--- src/shared/rpm_pkg.sv ---
// constants, field layout and types of the backup-pin output mux
package rpm_pkg;

    // register byte offsets
    localparam logic [31:0] REG_CTRL_ADDR = 32'h0000_0000;
    localparam logic [31:0] REG_STAT_ADDR = 32'h0000_0004;
    localparam logic [31:0] CTRL_RESET = 32'h0000_0000;
    localparam logic [31:0] WORD_ZERO = 32'h0000_0000;

    // control_reg fields
    localparam int CTL_SEL_LSB = 0;
    localparam int CTL_SEL_MSB = 1;
    localparam int CTL_TAMP_OE = 2;
    localparam int CTL_CAL_OE = 3;
    localparam int CTL_CAL_1HZ = 4;
    localparam int CTL_OUT2 = 5;
    localparam int CTL_OD = 6;
    localparam int CTL_PU = 7;
    localparam int CTL_TAMP_IN = 8;
    localparam int CTL_TS_IN = 9;
    localparam int CTL_MSB = 9;

    // status fields
    localparam int ST_MODE_LSB = 0;
    localparam int ST_MODE_MSB = 1;
    localparam int ST_PIN = 2;
    localparam int ST_COMB = 3;
    localparam int ST_CAL = 4;
    localparam int ST_MSB = 4;

    // AHB-Lite codes
    localparam logic [1:0] HTRANS_NONSEQ = 2'h2;
    localparam logic [2:0] HSIZE_WORD = 3'h2;

    // kernel clock and calibration rates
    localparam int KERNEL_HZ = 32768;
    localparam int CAL_FAST_HZ = 512;
    localparam int CAL_SLOW_HZ = 1;

    typedef enum logic [1:0] {
        SEL_OFF = 2'b00,
        SEL_ALARM_A = 2'b01,
        SEL_ALARM_B = 2'b10,
        SEL_WAKEUP = 2'b11
    } rpm_sel_t;

    typedef enum logic [1:0] {
        MODE_INPUT = 2'b00,
        MODE_COMB_PP = 2'b01,
        MODE_COMB_OD = 2'b10,
        MODE_CAL_PP = 2'b11
    } rpm_mode_t;

endpackage : rpm_pkg

--- src/shared/rpm_div_if.sv ---
// link between the pin mux and its calibration divider
`timescale 1ns/1ps
interface rpm_div_if;
    logic kernel_tick;
    logic run;
    logic slow;
    logic cal_level;

    modport ctl (output kernel_tick, output run, output slow, input cal_level);
    modport div (input kernel_tick, input run, input slow, output cal_level);
endinterface : rpm_div_if

--- src/rtl/rpm_cal_div.sv ---
// calibration clock divider counting kernel clock edges
`timescale 1ns/1ps
module rpm_cal_div
    import rpm_pkg::*;
#(
    parameter int KER_HZ = KERNEL_HZ
) (
    input wire logic sys_clk,
    input wire logic rstn,
    rpm_div_if.div dv
);
    localparam int FAST_HALF = KER_HZ / (2 * CAL_FAST_HZ);
    localparam int SLOW_HALF = KER_HZ / (2 * CAL_SLOW_HZ);
    localparam int CNT_W = $clog2(SLOW_HALF + 1);
    localparam logic [CNT_W-1:0] FAST_LAST = CNT_W'(FAST_HALF - 1);
    localparam logic [CNT_W-1:0] SLOW_LAST = CNT_W'(SLOW_HALF - 1);
    localparam logic [CNT_W-1:0] CNT_ZERO = '0;
    localparam logic [CNT_W-1:0] CNT_ONE = CNT_W'(1);

    logic [CNT_W-1:0] count;
    logic [CNT_W-1:0] last;

    assign last = dv.slow ? SLOW_LAST : FAST_LAST;

    always_ff @(posedge sys_clk) begin
        if (!rstn || !dv.run) begin
            count <= CNT_ZERO;
            dv.cal_level <= 1'b0;
        end else if (dv.kernel_tick) begin
            if (count >= last) begin
                count <= CNT_ZERO;
                dv.cal_level <= ~dv.cal_level;
            end else begin
                count <= count + CNT_ONE;
            end
        end
    end
endmodule : rpm_cal_div

--- src/rtl/rpm_top.sv ---
// backup-pin output mux: combined alarm/tamper, calibration clock and pin input routing
// Overview of operation
// - combined output is tamper OR alarm
// - calibration clock 512 Hz or 1 Hz
// - calibration clock only when enabled
// - select routes alarm A, B, wakeup; 00 off
// - tamper enable adds tamper events to output
// - active combined output push-pull by default
// - open-drain option with optional pull-up
// - calibration drives pin only when unclaimed
// - idle pin floats, feeds tamper/timestamp inputs
// - priority: combined, calibration, then inputs
// - device owns backup pin over GPIO setup
// - shared pin works in every power mode
// - accept timestamp pin and reference clock
// - accept internal power-loss timestamp event
// - accept tamper event from tamper unit
// - separate alarm A, B, wakeup triggers
// - calendar overflow goes to tamper source five
// - separate kernel clock and interrupt output
`timescale 1ns/1ps
module rpm_top
    import rpm_pkg::*;
#(
    parameter int KER_HZ = KERNEL_HZ
) (
    input wire logic sys_clk,
    input wire logic rstn,
    // AHB-Lite slave
    input wire logic hsel,
    input wire logic [31:0] haddr,
    input wire logic [1:0] htrans,
    input wire logic hwrite,
    input wire logic [2:0] hsize,
    input wire logic [31:0] hwdata,
    input wire logic hready,
    output logic hreadyout,
    output logic hresp,
    output logic [31:0] hrdata,
    // kernel clock, sampled as a level
    input wire logic kernel_clk,
    // events from the timekeeping core and neighbours
    input wire logic alarm_a_evt,
    input wire logic alarm_b_evt,
    input wire logic wakeup_evt,
    input wire logic calendar_ovf,
    input wire logic core_irq,
    input wire logic power_loss_ts,
    input wire logic tamper_evt,
    input wire logic ref_clock_pin,
    // shared backup pin
    input wire logic pin_in,
    output logic pin_out,
    output logic pin_oe,
    output logic pin_pullup,
    output logic pin_owned,
    // results
    output logic alarm_tamper_out,
    output logic cal_clock_out,
    output logic timestamp_pin,
    output logic tamper_in_pin,
    output logic timestamp_evt,
    output logic ref_clock_level,
    output logic alarm_a_trg,
    output logic alarm_b_trg,
    output logic wakeup_trg,
    output logic internal_tamper_src5,
    output logic irq_out
);
    logic [CTL_MSB:0] control_reg;
    logic wr_pend;
    logic [31:0] wr_addr;
    logic addr_ok;
    logic [31:0] rd_word;
    logic [CTL_MSB:0] eff_ctrl;
    logic kernel_prev;
    logic alarm_a_prev;
    logic alarm_b_prev;
    logic wakeup_prev;
    logic ts_pin_prev;
    logic alarm_sel_out;
    logic next_combined;
    logic comb_claim;
    logic cal_claim;
    rpm_mode_t next_mode;
    rpm_mode_t pin_mode;
    logic next_pin_out;
    logic next_pin_oe;
    logic next_pin_pullup;
    rpm_sel_t alarm_out_sel;
    logic tamper_out_en;
    logic cal_out_en;
    logic second_out_en;
    logic combined_out_opendrain;
    logic combined_out_pullup;
    logic tamper_in_en;
    logic timestamp_in_en;

    rpm_div_if div_bus ();

    rpm_cal_div #(
        .KER_HZ(KER_HZ)
    ) u_div (
        .sys_clk(sys_clk),
        .rstn(rstn),
        .dv(div_bus.div)
    );

    assign alarm_out_sel = rpm_sel_t'(control_reg[CTL_SEL_MSB:CTL_SEL_LSB]);
    assign tamper_out_en = control_reg[CTL_TAMP_OE];
    assign cal_out_en = control_reg[CTL_CAL_OE];
    assign second_out_en = control_reg[CTL_OUT2];
    assign combined_out_opendrain = control_reg[CTL_OD];
    assign combined_out_pullup = control_reg[CTL_PU];
    assign tamper_in_en = control_reg[CTL_TAMP_IN];
    assign timestamp_in_en = control_reg[CTL_TS_IN];

    // AHB-Lite slave
    // zero wait states; every transfer answers OKAY, unmapped reads return zero
    assign addr_ok = hsel && hready && htrans == HTRANS_NONSEQ && hsize == HSIZE_WORD;

    always_ff @(posedge sys_clk) begin
        if (!rstn) begin
            hreadyout <= 1'b0;
            hresp <= 1'b0;
        end else begin
            hreadyout <= 1'b1;
            hresp <= 1'b0;
        end
    end

    always_ff @(posedge sys_clk) begin
        if (!rstn) begin
            wr_pend <= 1'b0;
            wr_addr <= WORD_ZERO;
        end else begin
            wr_pend <= addr_ok && hwrite;
            wr_addr <= haddr;
        end
    end

    always_ff @(posedge sys_clk) begin
        if (!rstn) begin
            control_reg <= CTRL_RESET[CTL_MSB:0];
        end else if (wr_pend && wr_addr == REG_CTRL_ADDR) begin
            control_reg <= hwdata[CTL_MSB:0];
        end
    end

    // a read right behind a write to the same register sees the new value
    assign eff_ctrl = (wr_pend && wr_addr == REG_CTRL_ADDR) ? hwdata[CTL_MSB:0] : control_reg;

    always_comb begin
        rd_word = WORD_ZERO;
        if (haddr == REG_CTRL_ADDR) begin
            rd_word[CTL_MSB:0] = eff_ctrl;
        end else if (haddr == REG_STAT_ADDR) begin
            rd_word[ST_MODE_MSB:ST_MODE_LSB] = pin_mode;
            rd_word[ST_PIN] = pin_in;
            rd_word[ST_COMB] = alarm_tamper_out;
            rd_word[ST_CAL] = cal_clock_out;
        end
    end

    always_ff @(posedge sys_clk) begin
        if (!rstn) begin
            hrdata <= WORD_ZERO;
        end else if (addr_ok && !hwrite) begin
            hrdata <= rd_word;
        end
    end

    // kernel clock and calibration
    // kernel clock rising edges drive the calibration divider
    always_ff @(posedge sys_clk) begin
        if (!rstn) begin
            kernel_prev <= 1'b0;
        end else begin
            kernel_prev <= kernel_clk;
        end
    end

    assign div_bus.kernel_tick = kernel_clk && !kernel_prev;
    assign div_bus.run = cal_out_en;
    assign div_bus.slow = control_reg[CTL_CAL_1HZ];

    always_ff @(posedge sys_clk) begin
        if (!rstn) begin
            cal_clock_out <= 1'b0;
        end else begin
            cal_clock_out <= div_bus.cal_level && cal_out_en;
        end
    end

    // combined alarm/tamper
    // alarm source select
    always_comb begin
        unique case (alarm_out_sel)
            SEL_OFF: alarm_sel_out = 1'b0;
            SEL_ALARM_A: alarm_sel_out = alarm_a_evt;
            SEL_ALARM_B: alarm_sel_out = alarm_b_evt;
            SEL_WAKEUP: alarm_sel_out = wakeup_evt;
        endcase
    end

    assign next_combined = alarm_sel_out || (tamper_out_en && tamper_evt);

    always_ff @(posedge sys_clk) begin
        if (!rstn) begin
            alarm_tamper_out <= 1'b0;
        end else begin
            alarm_tamper_out <= next_combined;
        end
    end

    // pin function selection
    assign comb_claim = alarm_out_sel != SEL_OFF || tamper_out_en;
    assign cal_claim = cal_out_en && !second_out_en;

    always_comb begin
        if (comb_claim) begin
            next_mode = combined_out_opendrain ? MODE_COMB_OD : MODE_COMB_PP;
        end else if (cal_claim) begin
            next_mode = MODE_CAL_PP;
        end else begin
            next_mode = MODE_INPUT;
        end
    end

    always_comb begin
        next_pin_out = 1'b0;
        next_pin_oe = 1'b0;
        next_pin_pullup = 1'b0;
        unique case (next_mode)
            MODE_COMB_PP: begin
                next_pin_out = next_combined;
                next_pin_oe = 1'b1;
            end
            MODE_COMB_OD: begin
                next_pin_oe = next_combined;
                next_pin_pullup = combined_out_pullup;
            end
            MODE_CAL_PP: begin
                next_pin_out = div_bus.cal_level;
                next_pin_oe = 1'b1;
            end
            MODE_INPUT: begin
            end
        endcase
    end

    // no power-mode gating here, so the pin keeps working in low-power and battery mode
    always_ff @(posedge sys_clk) begin
        if (!rstn) begin
            pin_mode <= MODE_INPUT;
            pin_out <= 1'b0;
            pin_oe <= 1'b0;
            pin_pullup <= 1'b0;
            pin_owned <= 1'b0;
        end else begin
            pin_mode <= next_mode;
            pin_out <= next_pin_out;
            pin_oe <= next_pin_oe;
            pin_pullup <= next_pin_pullup;
            pin_owned <= 1'b1;
        end
    end

    // inputs from the pin and neighbours
    // pin feeds enabled inputs
    always_ff @(posedge sys_clk) begin
        if (!rstn) begin
            ts_pin_prev <= 1'b0;
            timestamp_pin <= 1'b0;
            tamper_in_pin <= 1'b0;
            timestamp_evt <= 1'b0;
            ref_clock_level <= 1'b0;
        end else begin
            ts_pin_prev <= pin_in;
            timestamp_pin <= (next_mode == MODE_INPUT) && timestamp_in_en && pin_in;
            tamper_in_pin <= (next_mode == MODE_INPUT) && tamper_in_en && pin_in;
            // a pin edge is only counted while the pin is really an input
            timestamp_evt <= power_loss_ts
                || ((next_mode == MODE_INPUT) && timestamp_in_en && pin_in && !ts_pin_prev);
            ref_clock_level <= ref_clock_pin;
        end
    end

    always_ff @(posedge sys_clk) begin
        if (!rstn) begin
            alarm_a_prev <= 1'b0;
            alarm_b_prev <= 1'b0;
            wakeup_prev <= 1'b0;
            alarm_a_trg <= 1'b0;
            alarm_b_trg <= 1'b0;
            wakeup_trg <= 1'b0;
        end else begin
            alarm_a_prev <= alarm_a_evt;
            alarm_b_prev <= alarm_b_evt;
            wakeup_prev <= wakeup_evt;
            alarm_a_trg <= alarm_a_evt && !alarm_a_prev;
            alarm_b_trg <= alarm_b_evt && !alarm_b_prev;
            wakeup_trg <= wakeup_evt && !wakeup_prev;
        end
    end

    always_ff @(posedge sys_clk) begin
        if (!rstn) begin
            internal_tamper_src5 <= 1'b0;
            irq_out <= 1'b0;
        end else begin
            internal_tamper_src5 <= calendar_ovf;
            irq_out <= core_irq;
        end
    end
endmodule : rpm_top

--- config.mk ---
export PLATFORM = sky130hd
export DESIGN_NAME = rpm_top
export DESIGN_NICKNAME = d
export VERILOG_FILES = /design/src/shared/rpm_pkg.sv /design/src/shared/rpm_div_if.sv /design/src/rtl/rpm_cal_div.sv /design/src/rtl/rpm_top.sv
export SDC_FILE = /design/constraint.sdc
export NUM_CORES = 1
export LEC_CHECK = 0
export ABC_CLOCK_PERIOD_IN_PS = 2000
export BUFFER_PORTS_ARGS = -buffer_cell sky130_fd_sc_hd__buf_4
export CAP_MARGIN = 20
export CORE_MARGIN = 4
export CORE_UTILIZATION = 35
export DETAILED_ROUTE_END_ITERATION = 8
export SYNTH_ARGS = -nofsm -noshare
export SYNTH_HDL_FRONTEND = slang
export SYNTH_SLANG_ARGS = --single-unit
--- constraint.sdc ---
create_clock -name sys_clk -period 2 [get_ports sys_clk]
set_input_delay 0.1 -clock sys_clk [delete_from_list [all_inputs] [get_ports sys_clk]]
set_output_delay 0.1 -clock sys_clk [all_outputs]
set_load 0.02 [all_outputs]
== After elaboration in Yosys (flattened, before gate mapping) ==
Cells that the tools add are included.
Operators by class
  reductions and logical operators: 39
  equality and inequality tests: 9
  add/subtract/negate cells: 1
  bitwise gates (word level): 1
  multiplexer cells: 13
  shifts and indexed selects: 0
  multipliers: 0
  div/mod/pow operators: 0
  $lt $le $gt $ge: 1
Operators by type and width (count)
  logical NOT 32 bit: 2
  == test 32 x 3 -> 1 bit, second input constant: 1
  logical AND 1 bit: 18
  adder 15 x 1 -> 15 bit, second input constant: 1
  >= comparator 15 bit: 1
  2-to-1 mux 15 bit: 1
  2-to-1 mux 5 bit: 3
  2-to-1 mux 14 bit: 1
  == test 2 bit, second input constant: 5
  2-to-1 mux 10 bit: 1
  logical NOT 1 bit: 9
  2-to-1 mux 2 bit: 3
  == test 2 x 1 -> 1 bit, second input constant: 2
  logical NOT 2 bit: 2
  logical OR 1 bit: 4
  one-hot mux 1 bit (2 select lines): 2
  one-hot mux 1 bit (4 select lines): 1
  AND reduction 2 bit: 2
  == test 3 x 2 -> 1 bit, second input constant: 1
  nonzero test 2 bit: 1
  OR reduction 2 bit: 1
  2-to-1 mux 1 bit: 1
  NOT 1 bit: 1
Storage, ports and cells
  memories kept: 0
  latch bits: 0
  RAM bits: 0
  bits in registers: 91
  memory bits (read-only): 0
  output and inout port bits: 49
  bits of input ports: 84
  word-level logic and storage cells: 91

== Longest topological paths before layout ==
  depth after elaboration: 9
  gate-level depth with buffers: 8
  depth with buffers taken out: 7

== Modules after synthesis ==
Synthesis repeated with hierarchy kept, for this count alone.
Unflattened totals
  cells, all modules: 367
  area, all modules: 3782.4 sq um
Modules (own cells, without submodules)
  rpm_top: seq. area each 1501.4 sq um, area each 2771.4 sq um, cells each 261, instances 1
  rpm_cal_div: seq. area each 320.3 sq um, area each 1011.0 sq um, cells each 106, instances 1

== Worst setup path before layout ==
No wires, ideal clock.
  path kind: reg2reg
  start: register control_reg[4]
  end: register u_div.count[10]
  setup slack: 0.061 ns
  library setup time: 0.064 ns
  period minus slack after synthesis: 1.939 ns
  arrival time: 1.876 ns
  path buffers: 1
  data required time: 1.936 ns
  stages on the path, launching flop included: 9
  cell sequence: dfxtp_1 > inv_1 > ha_1 > a21o_1 > a2111oi_0 > o211a_1 > o21bai_2 > buf_6 > nor2_1
Between the ends
  word-level cells in the longest chain between the ends: 3
RTL lines
  start, declared: line rpm_top.sv:70  | logic [CTL_MSB:0] control_reg;
  start signal, assigned: line rpm_top.sv:144  | control_reg <= CTRL_RESET[CTL_MSB:0];
  start signal, assigned: line rpm_top.sv:146  | control_reg <= hwdata[CTL_MSB:0];
  2-to-1 mux 14 bit: line rpm_cal_div.sv:23  | assign last = dv.slow ? SLOW_LAST : FAST_LAST;
  >= comparator 15 bit: line rpm_cal_div.sv:30  | if (count >= last) begin
  2-to-1 mux 15 bit: line rpm_cal_div.sv:30
  end signal, assigned: line rpm_cal_div.sv:34  | count <= count + CNT_ONE;
  end, declared: line rpm_cal_div.sv:20  | logic [CNT_W-1:0] count;
Every way passes these cells.
A chain may end at the register's enable or synchronous reset.

== Final worst setup path ==
  start: register control_reg[4]
  end: register u_div.dv.cal_level
Between the ends
  word-level cells in the longest chain between the ends: 3
RTL lines
  2-to-1 mux 14 bit: line rpm_cal_div.sv:23
  >= comparator 15 bit: line rpm_cal_div.sv:30
  AND reduction 2 bit (no source line)
  end signal, assigned: line rpm_cal_div.sv:32  | dv.cal_level <= ~dv.cal_level;
  end, declared: line rpm_div_if.sv:10  | modport div (input kernel_tick, input run, input slow, output cal_level);
Every way passes these cells.

==> results.txt <==
Status: finished, final reports clean
WHS Path Cells: 3
Leak: 2.093 nW
Synth unique cells: 45
TritonCTS Buffers: 9
Max-Cap Viols: 0
Crit-path cells: inv_8, buf_6, ha_4, nand4_1, o211a_1, buf_6, or4_1, nand2_1
Core footprint: 9774 sq um
Critical Path Max Stage Delay: 0.46 ns
Length of the first detailed-routing pass in iterations: 4
Most common cell on crit path: buf_6
# rows: 36
R2R depth: 8
WL final: 8428 um
Post-synth top cells: 91 x dfxtp_1, 45 x and2_1, 38 x nor2_1
Largest Register: wr_addr
EDFF count, synth: 0
Power per cell area: 672.3 nW/um^2
Grt ovf: 0
FMAX: 524.8 MHz
GP Congestion: 0.7900
Final Hold Viols: 0
Chip width: 108.4 um
IO Count: 133
CTS tree: yes
Tcrit/Tclk final: 95.28%
Worst-Margin Slew: 0.5559 ns
Port-buffer cells: 87
Share of the synthesized area in the top cell type: 51.67%
Initial antenna violation count: 0
Fin Setup TNS: 0 ns
Crit-path max FO: 7
Initial DRC count: 52
First-pass GRT wire length: 13270 um
Worst skew pair latency: 0.35 ns
GRT Total Usage: 14.57%
Max-slew violation count: 0
Share of synthesized registers carrying an async set or reset: 0%
Fill count: 884
Fin crit period: 1.906 ns
Diodes inserted: 0
DPL Wire Length: 5769 um
Largest net degree at the start of global routing: 56
Worst EP required: 2.30 ns
Top-count cell post-synth: dfxtp_1
Max reg flops: 32
CTS Root Cell: clkbuf_8
Biggest regs: wr_addr (32), u_div.count (15)
CP startpoint: control_reg[4]
Cell count after placement: 578
Via count: 2879
Synth Flop Type: dfxtp_1
Die H: 108.4 um
Max VDD drop: 0.2765 mV
WL/cell: 13.21 um
Launching point of the worst reg2reg path: control_reg[4]
Mapped cell area: 3526 sq um
Final-report setup violation count: 0
Leading area contributor after synthesis: dfxtp_1
WS Path Type: reg2reg
Clk pin slew, worst setup/hold paths: 0.09 ns
Post-synthesis sequential area ratio: 51.67%
Drt via density: 4.513
# DRC: 0
Yosys reg bits: 91
Ys Warns: 0
Clock Sinks: 91
Worst Setup End Kind: register
Worst reg-to-reg setup slack: 0.09 ns
Initial Utilization: 36.07%
Synth Instances: 360
Fin util: 51.61%
Worst setup SP type: register
Worst path bufs/invs: 3
Critical path arrival: 2.21 ns
Slew headroom: 62.86%
Layout cell share with drive strength beyond 1: 25.35%
Final Net Count: 595
Area growth from synthesis to final layout: 43.08%
Antenna viol nets, final: 0
Vias in the first global route: 2849
Worst flop-to-flop path endpoint: u_div.dv.cal_level
Slowest cell on crit path: or4_1
Fin cells: 638
Htree depth: 3
Power Total: 0.003392 W
DIE AREA: 11740 sq um
Worst Skew: 0.009700 ns
Mapped Avg Cell Area: 9.794 sq um
Area contributors post-synth: dfxtp_1 52%, and2_1 8.0%, buf_4 5.3%
Hold WC Path Type: in2reg
Hold path start: hwdata[3]
Clock Tree Buf Depth: 2
Hold Path End: control_reg[3]
Family with the most delay on the worst path: simple AND/OR/NAND/NOR gates
## layout by cell type (no fill, tap or decap), types with 2 or more instances in the layout
master         instances
clkinvlp_4             2
a2111oi_2              2
nand2_1               12
a21oi_1                6
and2_1                45
o22ai_1                5
o211ai_1               2
clkinv_4               2
nor2_1                38
ha_4                   5
mux2i_1               11
buf_6                  2
ha_1                   5
a21o_1                 4
nand3_1                9
clkbuf_8               9
inv_1                  6
nand4_1                7
buf_4                 94
conb_1                23
o21ai_0                9
nor2b_1                5
nor4_1                13
and4_1                 2
dfxtp_1               90
a31oi_1                5
dlygate4sd3_1         45
xor2_1                 4
nor3_2                 2
and3_1                 3
xnor2_1                9
nor3_1                 6
## how the worst max path moves through the flow
stage | endpoint | cells past startpoint
2_1_floorplan | u_div.count[10] | 8
3_3_place_gp | u_div.count[4] | 7
3_5_place_dp | u_div.count[5] | 7
4_1_cts | u_div.dv.cal_level | 8
5_1_grt | u_div.count[5] | 7
6_report | u_div.dv.cal_level | 8
## kinds of logic (layout without fill, tap and decap cells)
group | Yosys count | after routing | synth area share (%)
compound gates | 38 | 38 | 7.168
xor+xnor | 13 | 13 | 3.229
simple gates | 154 | 154 | 23.78
buf+inv | 42 | 165 | 7.381
mux | 11 | 11 | 3.123
other cells | 1 | 23 | 0.1064
flops | 91 | 91 | 51.67
fa+ha+maj | 10 | 10 | 3.549
## final cells by class
class	count	area [sq um]	share of cell area (%)
Clock buffer	9	123.9	2.455
Clock inverter	6	67.56	1.339
Inverter	8	37.54	0.7440
Multi-Input combinational cell	249	1625	32.22
Sequential cell	91	1826	36.19
Tap cell	133	166.4	3.299
Timing Repair Buffer	142	1199	23.76
## where the power goes
part | switching (W) | internal [W] | leakage (nW) | total, W
clock | 0.000623 | 0.000572 | 0.0913 | 0.00119
combinational | 0.000144 | 0.000183 | 1.26 | 0.000327
sequential | 0.0000127 | 0.00186 | 0.746 | 0.00187
## tightest hold or removal path: stages
cell,delay [ns]
buf_4,0.08
mux2i_1,0.07
nor2_1,0.08
## repair_timing
action                                  CTS  global route
hold buffers                             45             0
setup buffers                             0             0
pin swaps                                 1             5
hold endpoints to repair                 45             0
endpoints found under the setup margin   16            25
gates resized for setup                   8            11
## layer usage
metal  track usage (%)  share of wire, %
met1             17.29                43
met2             24.20                48
met5                 0                 0
met4             7.665               3.7
met3             3.761               5.1
## stage by stage
stage,hold slack [ns],cell area [sq um],setup WS (ns)
2_1_floorplan,0.1277,3608,0.06064
3_3_place_gp,0.3034,4290,-0.05930
3_5_place_dp,0.3051,4290,-0.2214
4_1_cts,0.0009996,4975,0.01470
5_1_grt,0.03560,5045,-0.004882
6_report,0.009894,5045,0.09434
(Power assumes the default switching activity.)
